===== src/rtl/can_mode_pkg.sv =====
// Constants, codes and carrier types for the mode control block
`default_nettype none
package can_mode_pkg;
	// ----------------------------------------------------------------
	// Register map (word indices)
	// ----------------------------------------------------------------
	localparam int ADDR_W = 3;
	localparam logic [2:0] REG_MODE = 3'h0;
	localparam logic [2:0] REG_FBF = 3'h1;
	localparam logic [2:0] REG_ISRC = 3'h2;
	localparam logic [2:0] REG_FIFO = 3'h3;
	// ----------------------------------------------------------------
	// Field positions
	// ----------------------------------------------------------------
	localparam int HALT_BIT = 13;
	localparam int ABORT_BIT = 12;
	localparam int CKS_BIT = 11;
	localparam int REQ_LSB = 8;
	localparam int CUR_LSB = 5;
	localparam int CAP_BIT = 3;
	localparam int WIN_BIT = 0;
	localparam int MATCHING_FILTER_NUMBER_LSB = 8;
	localparam int BSZ_LSB = 13;
	// ----------------------------------------------------------------
	// Operating modes
	// ----------------------------------------------------------------
	typedef enum logic [2:0] {
		MODE_NORMAL = 3'b000,
		MODE_DISABLE = 3'b001,
		MODE_LOOPBACK = 3'b010,
		MODE_LISTEN = 3'b011,
		MODE_CONFIG = 3'b100,
		MODE_RSV5 = 3'b101,
		MODE_RSV6 = 3'b110,
		MODE_LISTEN_ALL = 3'b111
	} op_mode_t;
	localparam op_mode_t MODE_RESET = MODE_CONFIG;
	// ----------------------------------------------------------------
	// Interrupt source codes and field limits
	// ----------------------------------------------------------------
	localparam logic [6:0] INTERRUPT_SOURCE_CODE_NONE = 7'h40;
	localparam logic [6:0] INTERRUPT_SOURCE_CODE_ERR = 7'h41;
	localparam logic [6:0] INTERRUPT_SOURCE_CODE_WAKE = 7'h42;
	localparam logic [6:0] INTERRUPT_SOURCE_CODE_OVF = 7'h43;
	localparam logic [6:0] INTERRUPT_SOURCE_CODE_FIFO = 7'h44;
	localparam logic [4:0] FBF_MAX = 5'h11;
	localparam logic [2:0] BSZ_RSV = 3'h7;
	// ----------------------------------------------------------------
	// Timing
	// ----------------------------------------------------------------
	localparam int CLK_MHZ = 100;
	localparam int BIT_RATE_KBPS = 1000;
	localparam int BIT_CYCLES = CLK_MHZ * 1000 / BIT_RATE_KBPS;
	localparam int IDLE_BITS = 11;
	localparam int WAKE_FILT_NS = 500;
	localparam int WAKE_FILT_CYC = (WAKE_FILT_NS * CLK_MHZ + 999) / 1000;
	// ----------------------------------------------------------------
	// Carriers
	// ----------------------------------------------------------------
	typedef struct packed {
		logic halt;
		logic abortAll;
		logic clkSel;
		logic [2:0] reqMode;
		logic capEn;
		logic winSel;
	} mode_ctrl_t;
	typedef struct packed {
		logic errPending;
		logic wakePending;
		logic overflow;
		logic fifoAlmostFull;
		logic [15:0] rxBufFull;
	} irq_events_t;
endpackage
`default_nettype wire


===== src/rtl/can_mode_ctrl.sv =====
// Mode control and control registers of the CAN controller
//
// Function
// New mode taken from requested field writes
// Current mode readable at bits 7:5
// Mode change waits for 11 recessive bits
// Six operating modes supported
// CAN 1.2, 2.0A/B, 0-8 data bytes
// Bit rate up to 1 Mbit/s
// Remote requests answered automatically
// Up to eight transmit buffers, abortable
// Up to 32 receive buffers
// Up to 16 full acceptance filters
// Three full acceptance masks
// Store only error-free, filter-accepted frames
// Wake-up detection through low-pass filter
// Loopback receives own transmitted frames
// Interrupt raised for every error state
// Reception event to capture unit two
// Window select picks filter or buffer window
// Fieldbus bit count limits compared data bits
// Seven-bit interrupt source code, 1000000 none
// FIFO start selects buffer 0 to 31
// Mode codes fixed, reset to configuration
// Abort-all cleared once all aborted
// Buffer space size codes, 111 reserved
// Clock select doubles module clock
//
// The register offsets and strobed register access were decided locally.
`default_nettype none
module can_mode_ctrl #(
	parameter int TX_BUFS = 8,
	parameter int RX_BUFS = 32,
	parameter int FILTERS = 16,
	parameter int MASKS = 3,
	parameter int BIT_CYC = can_mode_pkg::BIT_CYCLES,
	parameter int WAKE_CYC = can_mode_pkg::WAKE_FILT_CYC
) (
	input wire logic clk,
	input wire logic srst,
	input wire logic [can_mode_pkg::ADDR_W-1:0] regAddr,
	input wire logic [15:0] regWdata,
	input wire logic regWr,
	input wire logic regRd,
	output logic [15:0] regRdata,
	input wire logic canRx,
	input wire logic engineTx,
	output logic canTx,
	output logic engineRx,
	input wire logic remoteReq,
	output logic remoteReply,
	input wire logic frameDone,
	input wire logic frameErrFree,
	input wire logic filterHit,
	input wire logic [4:0] matchingFilterNumber,
	output logic storeFrame,
	output logic captureUnitTwo,
	input wire can_mode_pkg::irq_events_t events,
	output logic errIrq,
	input wire logic allTxAborted,
	output logic [TX_BUFS-1:0] abortTx,
	output logic [2:0] currentOpMode,
	output logic moduleClockSelect,
	output logic haltInIdle,
	output logic sfrWindowSelect,
	output logic wakeDetect,
	output logic [4:0] fieldbusFilterBitCount,
	output logic [2:0] bufferSpaceSize,
	output logic [4:0] fifoStartBuffer
);
	import can_mode_pkg::*;
	// ----------------------------------------------------------------
	// Elaboration checks
	// ----------------------------------------------------------------
	// capacity limits
	if (TX_BUFS < 1 || TX_BUFS > 8) begin : g_badTx
		$error("TX_BUFS out of range");
	end
	if (RX_BUFS < 1 || RX_BUFS > 32) begin : g_badRx
		$error("RX_BUFS out of range");
	end
	if (FILTERS < 1 || FILTERS > 16 || MASKS < 1 || MASKS > 3) begin : g_badF
		$error("filter or mask count out of range");
	end
	// bit time no shorter than 1 Mbit/s
	if (BIT_CYC < BIT_CYCLES || WAKE_CYC < 1) begin : g_badT
		$error("bit time or wake filter too short");
	end
	localparam int IDLE_CYC = IDLE_BITS * BIT_CYC;
	localparam int IDLE_W = $clog2(IDLE_CYC + 1);
	localparam int WAKE_W = $clog2(WAKE_CYC + 1);
	localparam logic [IDLE_W-1:0] IDLE_LIM = IDLE_W'(IDLE_CYC);
	localparam logic [WAKE_W-1:0] WAKE_LIM = WAKE_W'(WAKE_CYC);
	// ----------------------------------------------------------------
	// Registers
	// ----------------------------------------------------------------
	mode_ctrl_t ctrl_q, ctrl_d;
	op_mode_t curMode_q;
	logic [4:0] fbfCount_q;
	logic [2:0] bufSize_q;
	logic [4:0] fifoStart_q;
	logic [15:0] rdata_q;
	logic rxMeta_q, rxSync_q;
	logic [IDLE_W-1:0] idleCnt_q;
	logic [WAKE_W-1:0] wakeCnt_q;
	logic wake_q;
	logic canTx_q, engineRx_q, remote_q, store_q, cap_q, err_q;
	logic [TX_BUFS-1:0] abort_q;
	logic [4:0] matching_filter_number_q;
	// ----------------------------------------------------------------
	// Register decode
	// ----------------------------------------------------------------
	// Write strobes for the mode, FBF and FIFO registers
	wire logic wrMode = regWr && regAddr == REG_MODE;
	wire logic wrFbf = regWr && regAddr == REG_FBF;
	wire logic wrFifo = regWr && regAddr == REG_FIFO;
	wire logic [2:0] wReq = regWdata[REQ_LSB+:3];
	wire logic [4:0] wFbf = regWdata[4:0];
	wire logic [2:0] wBsz = regWdata[BSZ_LSB+:3];
	// Reserved mode codes are refused
	wire logic reqOk = wReq != MODE_RSV5 && wReq != MODE_RSV6;
	// Next value of the mode control fields
	always_comb begin
		ctrl_d = ctrl_q;
		if (wrMode) begin
			ctrl_d.halt = regWdata[HALT_BIT];
			ctrl_d.clkSel = regWdata[CKS_BIT];
			ctrl_d.capEn = regWdata[CAP_BIT];
			ctrl_d.winSel = regWdata[WIN_BIT];
			// request only on write
			if (reqOk) begin
				ctrl_d.reqMode = wReq;
			end
		end
		// hardware clears abort request
		if (allTxAborted) begin
			ctrl_d.abortAll = 1'b0;
		end
		// Software set wins over clear
		if (wrMode && regWdata[ABORT_BIT]) begin
			ctrl_d.abortAll = 1'b1;
		end
	end
	// Mode control register
	always_ff @(posedge clk) begin
		if (srst) begin
			ctrl_q <= '{halt: 1'b0, abortAll: 1'b0, clkSel: 1'b0,
				reqMode: MODE_RESET, capEn: 1'b0, winSel: 1'b0};
		end else begin
			ctrl_q <= ctrl_d;
		end
	end
	// ----------------------------------------------------------------
	// Bus idle detection
	// ----------------------------------------------------------------
	// Two-stage synchroniser for the receive pin
	always_ff @(posedge clk) begin
		if (srst) begin
			rxMeta_q <= 1'b1;
			rxSync_q <= 1'b1;
		end else begin
			rxMeta_q <= canRx;
			rxSync_q <= rxMeta_q;
		end
	end
	// count recessive time, saturating
	wire logic busIdle = idleCnt_q == IDLE_LIM;
	always_ff @(posedge clk) begin
		if (srst || !rxSync_q) begin
			idleCnt_q <= '0;
		end else if (!busIdle) begin
			idleCnt_q <= idleCnt_q + IDLE_W'(1);
		end
	end
	// ----------------------------------------------------------------
	// Current mode
	// ----------------------------------------------------------------
	// switch only when bus idle
	wire logic modeDiff = ctrl_q.reqMode != curMode_q;
	always_ff @(posedge clk) begin
		if (srst) begin
			curMode_q <= MODE_RESET;
		end else if (modeDiff && busIdle) begin
			curMode_q <= op_mode_t'(ctrl_q.reqMode);
		end
	end
	// ----------------------------------------------------------------
	// Bus path per mode
	// ----------------------------------------------------------------
	// driving and loopback by mode
	wire logic isLoop = curMode_q == MODE_LOOPBACK;
	wire logic isNormal = curMode_q == MODE_NORMAL;
	wire logic canRecv = isNormal || isLoop || curMode_q == MODE_LISTEN
		|| curMode_q == MODE_LISTEN_ALL;
	wire logic txBit = isNormal ? engineTx : 1'b1;
	wire logic rxBit = isLoop ? engineTx : rxSync_q;
	// Pin and engine path registers
	always_ff @(posedge clk) begin
		if (srst) begin
			canTx_q <= 1'b1;
			engineRx_q <= 1'b1;
		end else begin
			canTx_q <= txBit;
			engineRx_q <= canRecv ? rxBit : 1'b1;
		end
	end
	// ----------------------------------------------------------------
	// Reception events
	// ----------------------------------------------------------------
	// clean, matched frames, any format
	wire logic accept = frameDone && frameErrFree && filterHit && canRecv;
	// answer remote requests in normal and loopback modes
	wire logic answer = remoteReq && (isNormal || isLoop);
	// timestamp pulse on reception
	wire logic capture = accept && ctrl_q.capEn;
	always_ff @(posedge clk) begin
		if (srst) begin
			store_q <= 1'b0;
			remote_q <= 1'b0;
			cap_q <= 1'b0;
			matching_filter_number_q <= '0;
		end else begin
			store_q <= accept;
			remote_q <= answer;
			cap_q <= capture;
			if (accept) begin
				matching_filter_number_q <= matchingFilterNumber;
			end
		end
	end
	// ----------------------------------------------------------------
	// Wake-up filter
	// ----------------------------------------------------------------
	// dominant must persist through the filter
	wire logic sleeping = curMode_q == MODE_DISABLE;
	wire logic wakeHit = wakeCnt_q == WAKE_LIM;
	always_ff @(posedge clk) begin
		if (srst || rxSync_q || !sleeping) begin
			wakeCnt_q <= '0;
		end else if (!wakeHit) begin
			wakeCnt_q <= wakeCnt_q + WAKE_W'(1);
		end
	end
	// One pulse as the filter count is reached
	wire logic wakeRise = sleeping && !rxSync_q
		&& wakeCnt_q == WAKE_LIM - WAKE_W'(1);
	always_ff @(posedge clk) begin
		if (srst) begin
			wake_q <= 1'b0;
		end else begin
			wake_q <= wakeRise;
		end
	end
	// ----------------------------------------------------------------
	// Abort fan-out and error line
	// ----------------------------------------------------------------
	// every transmit buffer aborts
	genvar gi;
	for (gi = 0; gi < TX_BUFS; gi++) begin : g_abort
		always_ff @(posedge clk) begin
			if (srst) begin
				abort_q[gi] <= 1'b0;
			end else begin
				abort_q[gi] <= ctrl_q.abortAll;
			end
		end
	end
	// any error state raises the line
	always_ff @(posedge clk) begin
		if (srst) begin
			err_q <= 1'b0;
		end else begin
			err_q <= events.errPending;
		end
	end
	// ----------------------------------------------------------------
	// Interrupt source code
	// ----------------------------------------------------------------
	// Lowest pending receive buffer
	logic [6:0] rbCode;
	logic rbAny;
	always_comb begin
		rbCode = INTERRUPT_SOURCE_CODE_NONE;
		rbAny = 1'b0;
		for (int i = 15; i >= 0; i--) begin
			if (events.rxBufFull[i]) begin
				rbCode = 7'(i);
				rbAny = 1'b1;
			end
		end
	end

	// fixed priority, none when idle
	wire logic wakeAny = events.wakePending || wake_q;
	wire logic [6:0] interrupt_source_code = events.errPending ? INTERRUPT_SOURCE_CODE_ERR
		: wakeAny ? INTERRUPT_SOURCE_CODE_WAKE
		: events.overflow ? INTERRUPT_SOURCE_CODE_OVF
		: events.fifoAlmostFull ? INTERRUPT_SOURCE_CODE_FIFO
		: rbAny ? rbCode : INTERRUPT_SOURCE_CODE_NONE;
	// ----------------------------------------------------------------
	// Fieldbus filter and FIFO control
	// ----------------------------------------------------------------
	// invalid counts refused
	wire logic fbfOk = wFbf <= FBF_MAX;
	// reserved size code refused
	wire logic bszOk = wBsz != BSZ_RSV;
	always_ff @(posedge clk) begin
		if (srst) begin
			fbfCount_q <= '0;
			bufSize_q <= '0;
			fifoStart_q <= '0;
		end else begin
			if (wrFbf && fbfOk) begin
				fbfCount_q <= wFbf;
			end
			if (wrFifo && bszOk) begin
				bufSize_q <= wBsz;
			end
			// any start buffer 0..31
			if (wrFifo) begin
				fifoStart_q <= regWdata[4:0];
			end
		end
	end
	// ----------------------------------------------------------------
	// Read path
	// ----------------------------------------------------------------
	// read images of each register
	wire logic [15:0] modeImg = {2'h0, ctrl_q.halt, ctrl_q.abortAll,
		ctrl_q.clkSel, ctrl_q.reqMode, curMode_q, 1'b0, ctrl_q.capEn,
		2'h0, ctrl_q.winSel};
	wire logic [15:0] fbfImg = {11'h000, fbfCount_q};
	wire logic [15:0] isrcImg = {3'h0, matching_filter_number_q, 1'b0, interrupt_source_code};
	wire logic [15:0] fifoImg = {bufSize_q, 8'h00, fifoStart_q};
	wire logic [15:0] rdSel = regAddr == REG_MODE ? modeImg
		: regAddr == REG_FBF ? fbfImg
		: regAddr == REG_ISRC ? isrcImg
		: regAddr == REG_FIFO ? fifoImg : 16'h0000;

	// Read data for one cycle after the strobe
	always_ff @(posedge clk) begin
		if (srst || !regRd) begin
			rdata_q <= '0;
		end else begin
			rdata_q <= rdSel;
		end
	end
	// ----------------------------------------------------------------
	// Outputs
	// ----------------------------------------------------------------
	// clock select handed to clock tree
	assign moduleClockSelect = ctrl_q.clkSel;
	assign haltInIdle = ctrl_q.halt;
	// window select
	assign sfrWindowSelect = ctrl_q.winSel;
	assign currentOpMode = curMode_q;
	assign regRdata = rdata_q;
	assign canTx = canTx_q;
	assign engineRx = engineRx_q;
	assign remoteReply = remote_q;
	assign storeFrame = store_q;
	assign captureUnitTwo = cap_q;
	assign errIrq = err_q;
	assign abortTx = abort_q;
	assign wakeDetect = wake_q;
	assign fieldbusFilterBitCount = fbfCount_q;
	assign bufferSpaceSize = bufSize_q;
	assign fifoStartBuffer = fifoStart_q;
endmodule
`default_nettype wire


===== config.mk =====
export PLATFORM = sky130hd
export DESIGN_NAME = can_mode_ctrl
export DESIGN_NICKNAME = d
export VERILOG_FILES = /design/src/rtl/can_mode_pkg.sv /design/src/rtl/can_mode_ctrl.sv
export SDC_FILE = /design/constraint.sdc
export NUM_CORES = 1
export LEC_CHECK = 0
export BUFFER_PORTS_ARGS = -buffer_cell sky130_fd_sc_hd__buf_2
export CAP_MARGIN = 20
export CORE_UTILIZATION = 30
export DETAILED_ROUTE_END_ITERATION = 8
export GPL_ROUTABILITY_DRIVEN = 0
export PLACE_DENSITY = 0.63
export SYNTH_ARGS = -nofsm -noshare
export SYNTH_HDL_FRONTEND = slang
export SYNTH_SLANG_ARGS = --single-unit

===== constraint.sdc =====
create_clock -name clk -period 2.1 [get_ports clk]
set_input_delay 0.21 -clock clk [delete_from_list [all_inputs] [get_ports clk]]
set_output_delay 0.21 -clock clk [all_outputs]
set_load 0.1 [all_outputs]

==> results.txt, run 1 <==
status -> complete, no violations
async set-reset flop share out of synthesis -> 0%
first-pass GRT wire length -> 12.6 mm
filler cell count -> 1007
data required time at the worst endpoint -> 2.33 ns
#FFs+latches synth -> 72
multi-input logic area -> 1560 um^2
final non-filler cell total -> 596
Total Power -> 3.13 mW
final hold vios -> 0
reg-to-reg startpoint -> idleCnt_q[6]$_SDFFE_PP0N_
final setup violation count -> 0
vias post-DR -> 2806
drt first-iter violations -> 72
CP startpoint -> idleCnt_q[6]$_SDFFE_PP0N_
routed wire length -> 7.74 mm
RSZ-0062 raised after global routing -> false
hold buffers post-CTS -> 0
postcts setup bufs -> 0
Ports -> 105
Antenna Nets Post-Route -> 0
final hold slack -> 0.0589 ns
Ant. Diodes -> 0
IO Port Bufs -> 101
crit end category -> register
Post-Syn Area -> 3140 um^2
clk slew on worst S/H paths -> 0.07 ns
top cell type by total area after synthesis -> dfxtp_1
Max-Cap Viols -> 0
share of post-route cells with drive strength above 1 -> 29.2%
Final Critical Period -> 1.82 ns
Setup Skew -> 0.00938 ns
distinct cell type count after synthesis -> 51
top cells by area, synth -> dfxtp_1, nor2_1, mux2i_1
clock sinks -> 72
vias in the first global route -> 2591
Die ar. -> 10900 um^2
Placed Cells -> 580
Final TNS setup -> 0 ns
Static Leak -> 1.80 nW
CTS tree -> done
initial core utilization -> 31.5%
site row count -> 36
DPL Wire Length -> 5.88 mm
met1 GRT Util -> 18.6%
Ys Warns -> 0
Post-Syn Nets -> 419
met3 Resource Use GR -> 4.20%
EDFF count, synth -> 0
VDD IR max -> 0.449 mV
die width -> 104 um
CTS root buf -> clkbuf_8
Worst-Margin Slew -> 0.531 ns
power density cells -> 779 nW/um^2
slack of the worst reg-to-reg path -> 0.28 ns
Worst slew margin -> 64.5%
synth-to-layout area growth -> 28.0%
antenna violations before repair -> 0
Register Area -> 1440 um^2
Top FF cell, synth -> dfxtp_1
cts repair resizes -> 0
area of the core -> 9950 um^2
Worst Path Max Fanout -> 6
top cells by count, synth -> dfxtp_1, nor2_1, nand2_1
CP Data Arrival Time -> 2.05 ns
total global-route track usage -> 14.6%
clk_lat worst skew -> 0.34 ns
highest clock rate -> 549 MHz
top cell type's share of synthesized area -> 45.9%
fin. max-slew vios -> 0
maximum clock path buffer count -> 2
1st-pass router iterations -> 5
H-tree Lvls -> 3
busiest grt layer -> met2
final core occ -> 40.3%
average size of a mapped cell -> 8.74 um^2
cell with the most instances after synthesis -> dfxtp_1
total CTS buffers -> 9
Critical Path Sink -> idleCnt_q[2]$_SDFFE_PP0N_
CP Launch Type -> register
routed vias/inst -> 4.71
HP Class -> in -> reg
sequential area share after synthesis -> 45.9%
Tcrit/Tclk final -> 86.8%
critical path class -> reg -> reg
R2R depth -> 5
R2R Path End -> idleCnt_q[2]$_SDFFE_PP0N_
DRC -> 0
GR Overflow Total -> 0
Post-layout nets -> 518
Synth Instances -> 359
die height -> 104 um
wire length per cell after detailed routing -> 13.0 um
largest net degree at the start of global routing -> 41
met2 GRT Util -> 23.5%
-- area by class of cell --
type | count | share of cell area [%]
multi-input combinational | 259 | 38.7
sequential | 72 | 36.0
timing repair buffer | 106 | 13.5
tap | 133 | 4.14
clock buffer | 11 | 3.52
clock inverter | 5 | 3.18
inverter | 10 | 0.935
-- flip-flops by register name (all words and copies together), names as in the netlist --
| signal | flops |
|---|---|
| regRdata | 16 |
| idleCnt_q | 11 |
| wakeCnt_q | 6 |
| ctrl_q | 5 |
| fieldbusFilterBitCount | 5 |
| fifoStartBuffer | 5 |
| matching_filter_number_q | 5 |
| bufferSpaceSize | 3 |
| currentOpMode | 3 |
| abortTx | 1 |
| canTx | 1 |
| captureUnitTwo | 1 |
| engineRx | 1 |
| errIrq | 1 |
| haltInIdle | 1 |
| moduleClockSelect | 1 |
| remoteReply | 1 |
| rxMeta_q | 1 |
| rxSync_q | 1 |
| sfrWindowSelect | 1 |
| storeFrame | 1 |
| wakeDetect | 1 |
-- per-stage QoR --
| stage | instance area (um^2) | setup WS (ns) |
|---|---|---|
| CTS | 4020 | 0.273 |
| detailed placement | 3750 | 0.292 |
| finish | 4020 | 0.278 |
| global route | 4020 | 0.215 |
| floorplan | 3140 | 0.188 |
| global placement | 3750 | 0.301 |
-- worst min-delay path by stage --
stage               cells after the start           startpoint             endpoint  slack (ns)
global placement                        1  rxMeta_q$_SDFF_PP1_  rxSync_q$_SDFF_PP1_        0.40
global route                            3             engineTx     canTx$_SDFF_PP1_        0.04
detailed placement                      1  rxMeta_q$_SDFF_PP1_  rxSync_q$_SDFF_PP1_        0.40
CTS                                     2                canRx  rxMeta_q$_SDFF_PP1_        0.04
finish                                  2                canRx  rxMeta_q$_SDFF_PP1_        0.06
floorplan                               2             engineTx     canTx$_SDFF_PP1_        0.30
-- routing by layer --
metal,share of wire (%),vias to the layer above
li1,-,1432
met1,47,1282
met2,47,84
met3,5.0,8
met4,0.90,0
met5,0,-
-- critical path, stage by stage (launching register included) --
cell     delay [ns]
dfxtp_1        0.43
or4b_4         0.52
or4_4          0.50
nand2_4        0.10
xor2_2         0.12
nor2_1         0.04
-- power breakdown --
part           internal, mW  switching (mW)  total, mW
clock                 0.942           0.510       1.45
sequential             1.38          0.0137       1.40
combinational        0.0889           0.191      0.280
-- cell families (layout without fill, tap and decap cells) --
logic type | count (synthesis) | count (layout) | share of synthesized area, %
and+or+nand+nor | 165 | 165 | 25.7
AOI/OAI and AO/OA | 53 | 53 | 10.6
adders and majority gates | 5 | 5 | 1.99
xor gates and xnor gates | 13 | 13 | 3.87
DFF | 72 | 72 | 45.9
buffers and inverters | 28 | 132 | 4.51
muxes | 23 | 23 | 7.38
-- layout by cell type, fill, tap and decap left out, drive strengths merged, types with 6 or more instances in the layout --
| cell | count |
|---|---|
| nor4 | 7 |
| clkbuf | 11 |
| nor2b | 6 |
| dfxtp | 72 |
| nor2 | 61 |
| buf | 106 |
| a21oi | 20 |
| nand3 | 12 |
| o21ai | 9 |
| nand2 | 36 |
| inv | 10 |
| and2 | 6 |
| nor3 | 13 |
| xor2 | 8 |
| and3 | 7 |
| mux2i | 22 |
(Power assumes the default switching activity.)
==> run 2, diff against run 1 <==
- PLACE_DENSITY: 0.63 -> 0.65
- clock period: 2.1 -> 1.5 ns (I/O delays scaled with it)
==> results.txt, run 2 (synthesis gave the netlist of run 1 again) <==
highest clock rate -> 578 MHz
Worst-Margin Slew -> 0.492 ns
Tcrit/Tclk final -> 115%
Max-Cap Viols -> 0
slack of the worst reg-to-reg path -> -0.23 ns
Die ar. -> 10900 um^2
Internal Power -> 2.85 mW
HP Class -> in -> reg
power density cells -> 917 nW/um^2
largest net degree at the start of global routing -> 34
status -> complete, but fails checks
filler cell count -> 993
area of the core -> 9950 um^2
Worst Path Max Fanout -> 4
sw frac -> 27.0%
data required time at the worst endpoint -> 1.73 ns
routed vias/inst -> 4.73
clk slew on worst S/H paths -> 0.08 ns
Final TNS setup -> -1.71 ns
failing checks -> negative setup slack
combinational share of power -> 11.1%
VDD IR max -> 0.365 mV
CTS root buf -> clkbuf_8
Ports -> 105
CP Launch Type -> register
routed wire length -> 8.24 mm
Total Power -> 3.91 mW
maximum clock path buffer count -> 2
1st-pass router iterations -> 4
share of post-route cells with drive strength above 1 -> 35.9%
CTS tree -> done
commonest non-fill, non-tap cell in the layout -> buf_2
critical path class -> reg -> reg
DRC -> 0
vias post-DR -> 2973
Antenna Nets Post-Route -> 0
die width -> 104 um
Final Critical Period -> 1.73 ns
clock network fraction of total power -> 39.1%
initial core utilization -> 31.5%
die height -> 104 um
vias in the first global route -> 2859
IO Port Bufs -> 101
H-tree Lvls -> 3
sequential share of power -> 49.8%
Setup Skew -> 0.00828 ns
max reg flops -> 16
clk_lat worst skew -> 0.34 ns
Static Leak -> 1.94 nW
GR Overflow Total -> 0
CP Data Arrival Time -> 1.96 ns
DPL Wire Length -> 6.30 mm
Ant. Diodes -> 0
antenna violations before repair -> 0
Post-layout nets -> 551
total global-route track usage -> 15.5%
most frequent cells in the layout -> buf_2, dfxtp_1, nor2_1
fin. max-slew vios -> 0
RSZ-0062 raised after global routing -> true
first-pass GRT wire length -> 13.4 mm
synth-to-layout area growth -> 35.7%
crit end category -> register
wire length per cell after detailed routing -> 13.1 um
Worst slew margin -> 66.9%
final hold vios -> 0
total CTS buffers -> 9
site row count -> 36
final hold slack -> 0.0292 ns
fin worst setup slack -> -0.230 ns
net switching power -> 1.05 mW
clock sinks -> 72
drt first-iter violations -> 92
final setup violation count -> 10
[run 2: critical path, cell delays in order, from the launching register on]
cell and delay, ns:
dfxtp_2 0.33, or4b_4 0.53, or4_4 0.48, buf_12 0.16, nand2_2 0.06, a21oi_1 0.06
[run 2: layer usage]
layer  global-route usage, %  share of wire, %
met2                    25.8                48
met4                    3.67              0.80
met3                    4.82               5.2
met5                       0                 0
met1                    19.4                46
[run 2: what timing repair did]
action	in CTS	in global routing
endpoints found under the setup margin	10	10
hold endpoints to repair	3	0
hold buffers	3	0
buffers inserted	0	2
gates resized for setup	0	6
pin swaps	3	2
[run 2: cell type report]
cell class              count  area (um^2)  area share, %
well taps                 133          166           3.91
clock inverters             7         70.1           1.65
repair buffers            139          823           19.3
clock buffers               9          124           2.91
flip-flops and latches     72         1460           34.3
multi-input cells         259         1580           37.0
inverters                  10         37.5          0.881
[run 2: worst paths after layout]
check,from,endpoint,cells after the start
setup reg to reg,idleCnt_q[8]$_SDFFE_PP0N_,idleCnt_q[1]$_SDFFE_PP0N_,5
setup / recovery,idleCnt_q[8]$_SDFFE_PP0N_,idleCnt_q[1]$_SDFFE_PP0N_,5
hold / removal,regWdata[12],ctrl_q[6]$_SDFFE_PP0P_,3
hold reg to reg,rxMeta_q$_SDFF_PP1_,rxSync_q$_SDFF_PP1_,1
[run 2: power by group through the flow]
stage	clock (mW)	sequential, mW	combinational, mW
finish	1.53	1.95	0.434
floorplan	0	2.09	0.149
global route	1.66	1.95	0.468
global placement	0	1.99	0.419
CTS	1.57	1.95	0.433
detailed placement	0	1.99	0.426
[run 2: stage by stage]
stage | cells | utilization, % | setup slack, ns | area [um^2]
finish | 629 | 42.8 | -0.230 | 4260
global route | 629 | 42.8 | -0.269 | 4260
CTS | 627 | 42.3 | -0.236 | 4210
detailed placement | 608 | 40.1 | -0.232 | 3990
global placement | 608 | 40.1 | -0.201 | 3990
floorplan | 359 | - | -0.259 | 3160
==> run 3, diff against run 2 <==
- PLACE_DENSITY: 0.65 -> 0.63
- clock period: 1.5 -> 2.15 ns (I/O delays scaled with it)
==> results.txt, run 3 (synthesis gave the netlist of run 1 again) <==
Worst Path Max Fanout -> 6
share of post-route cells with drive strength above 1 -> 28.9%
antenna violations before repair -> 0
total CTS buffers -> 9
vias post-DR -> 2789
wire length per cell after detailed routing -> 12.9 um
Worst-Margin Slew -> 0.566 ns
H-tree Lvls -> 3
final hold vios -> 0
Ports -> 105
clock sinks -> 72
data required time at the worst endpoint -> 2.38 ns
first-pass GRT wire length -> 12.1 mm
clk slew on worst S/H paths -> 0.07 ns
die width -> 104 um
Ant. Diodes -> 0
die height -> 104 um
RSZ-0062 raised after global routing -> false
clk_lat worst skew -> 0.34 ns
site row count -> 36
CTS tree -> done
Tcrit/Tclk final -> 84.4%
DPL Wire Length -> 5.88 mm
hold buffers post-CTS -> 0
DRC -> 0
CP Data Arrival Time -> 2.04 ns
postcts setup bufs -> 0
hold depth -> 2
final hold slack -> 0.0640 ns
power density cells -> 692 nW/um^2
CP Launch Type -> register
VDD IR max -> 0.250 mV
slack of the worst reg-to-reg path -> 0.34 ns
1st-pass router iterations -> 4
Antenna Nets Post-Route -> 0
CTS root buf -> clkbuf_8
Final Critical Period -> 1.81 ns
Final TNS setup -> 0 ns
Worst Min Path Start -> canRx
max reg flops -> 16
CP startpoint -> idleCnt_q[6]$_SDFFE_PP0N_
highest clock rate -> 551 MHz
synth-to-layout area growth -> 26.1%
Max-Cap Viols -> 0
HP Class -> in -> reg
initial core utilization -> 31.5%
Post-layout nets -> 519
status -> complete, no violations
critical path class -> reg -> reg
final setup violation count -> 0
Worst slew margin -> 62.2%
IO Port Bufs -> 101
Setup Skew -> 0.00504 ns
fin. max-slew vios -> 0
largest net degree at the start of global routing -> 41
commonest non-fill, non-tap cell in the layout -> buf_2
routed wire length -> 7.71 mm
routed vias/inst -> 4.68
Die ar. -> 10900 um^2
cts repair resizes -> 0
maximum clock path buffer count -> 2
R2R depth -> 5
area of the core -> 9950 um^2
total global-route track usage -> 14.1%
drt first-iter violations -> 104
GR Overflow Total -> 0
Static Leak -> 1.78 nW
vias in the first global route -> 2506
crit end category -> register
reg-to-reg startpoint -> idleCnt_q[6]$_SDFFE_PP0N_
most frequent cells in the layout -> buf_2, dfxtp_1, nor2_1
==> run 3: power by group <==
group          switching [mW]  internal [mW]
Sequential             0.0132           1.35
Combinational           0.187         0.0874
Clock                   0.504          0.595
==> run 3: layout make-up <==
type,count,area (um^2)
Clock buffer,11,151
Inverter,10,37.5
Sequential cell,72,1440
Multi-Input combinational cell,259,1560
Fill cell,1040,6000
Tap cell,133,166
Timing Repair Buffer,107,551
Clock inverter,4,53.8
==> run 3: final timing paths <==
path	endpoint
max	idleCnt_q[2]$_SDFFE_PP0N_
max reg2reg	idleCnt_q[2]$_SDFFE_PP0N_
min reg2reg	rxSync_q$_SDFF_PP1_
min	rxMeta_q$_SDFF_PP1_
==> run 3: through the flow <==
| step | cells | utilization (%) | total power, mW | setup slack [ns] | cell area (um^2) |
|---|---|---|---|---|---|
| detailed placement | 581 | 37.7 | 1.67 | 0.367 | 3750 |
| floorplan | 359 | - | 1.57 | 0.0198 | 3140 |
| finish | 596 | 39.7 | 2.74 | 0.336 | 3960 |
| global route | 596 | 39.7 | 2.84 | 0.269 | 3960 |
| global placement | 581 | 37.7 | 1.67 | 0.362 | 3750 |
| CTS | 596 | 39.7 | 2.77 | 0.332 | 3960 |
==> run 3: metal layers <==
metal | part of all wire (%) | GRT usage (%)
met4 | 0.40 | 4.59
met1 | 48 | 18.1
met5 | 0 | 0
met3 | 5.1 | 3.76
met2 | 47 | 22.7
==> run 3: worst max-delay path, stage by stage, from the launching register on <==
cell and delay, ns:
dfxtp_1 0.43, or4b_4 0.52, or4_4 0.49, nand2_4 0.10, xor2_2 0.12, nor2_1 0.05
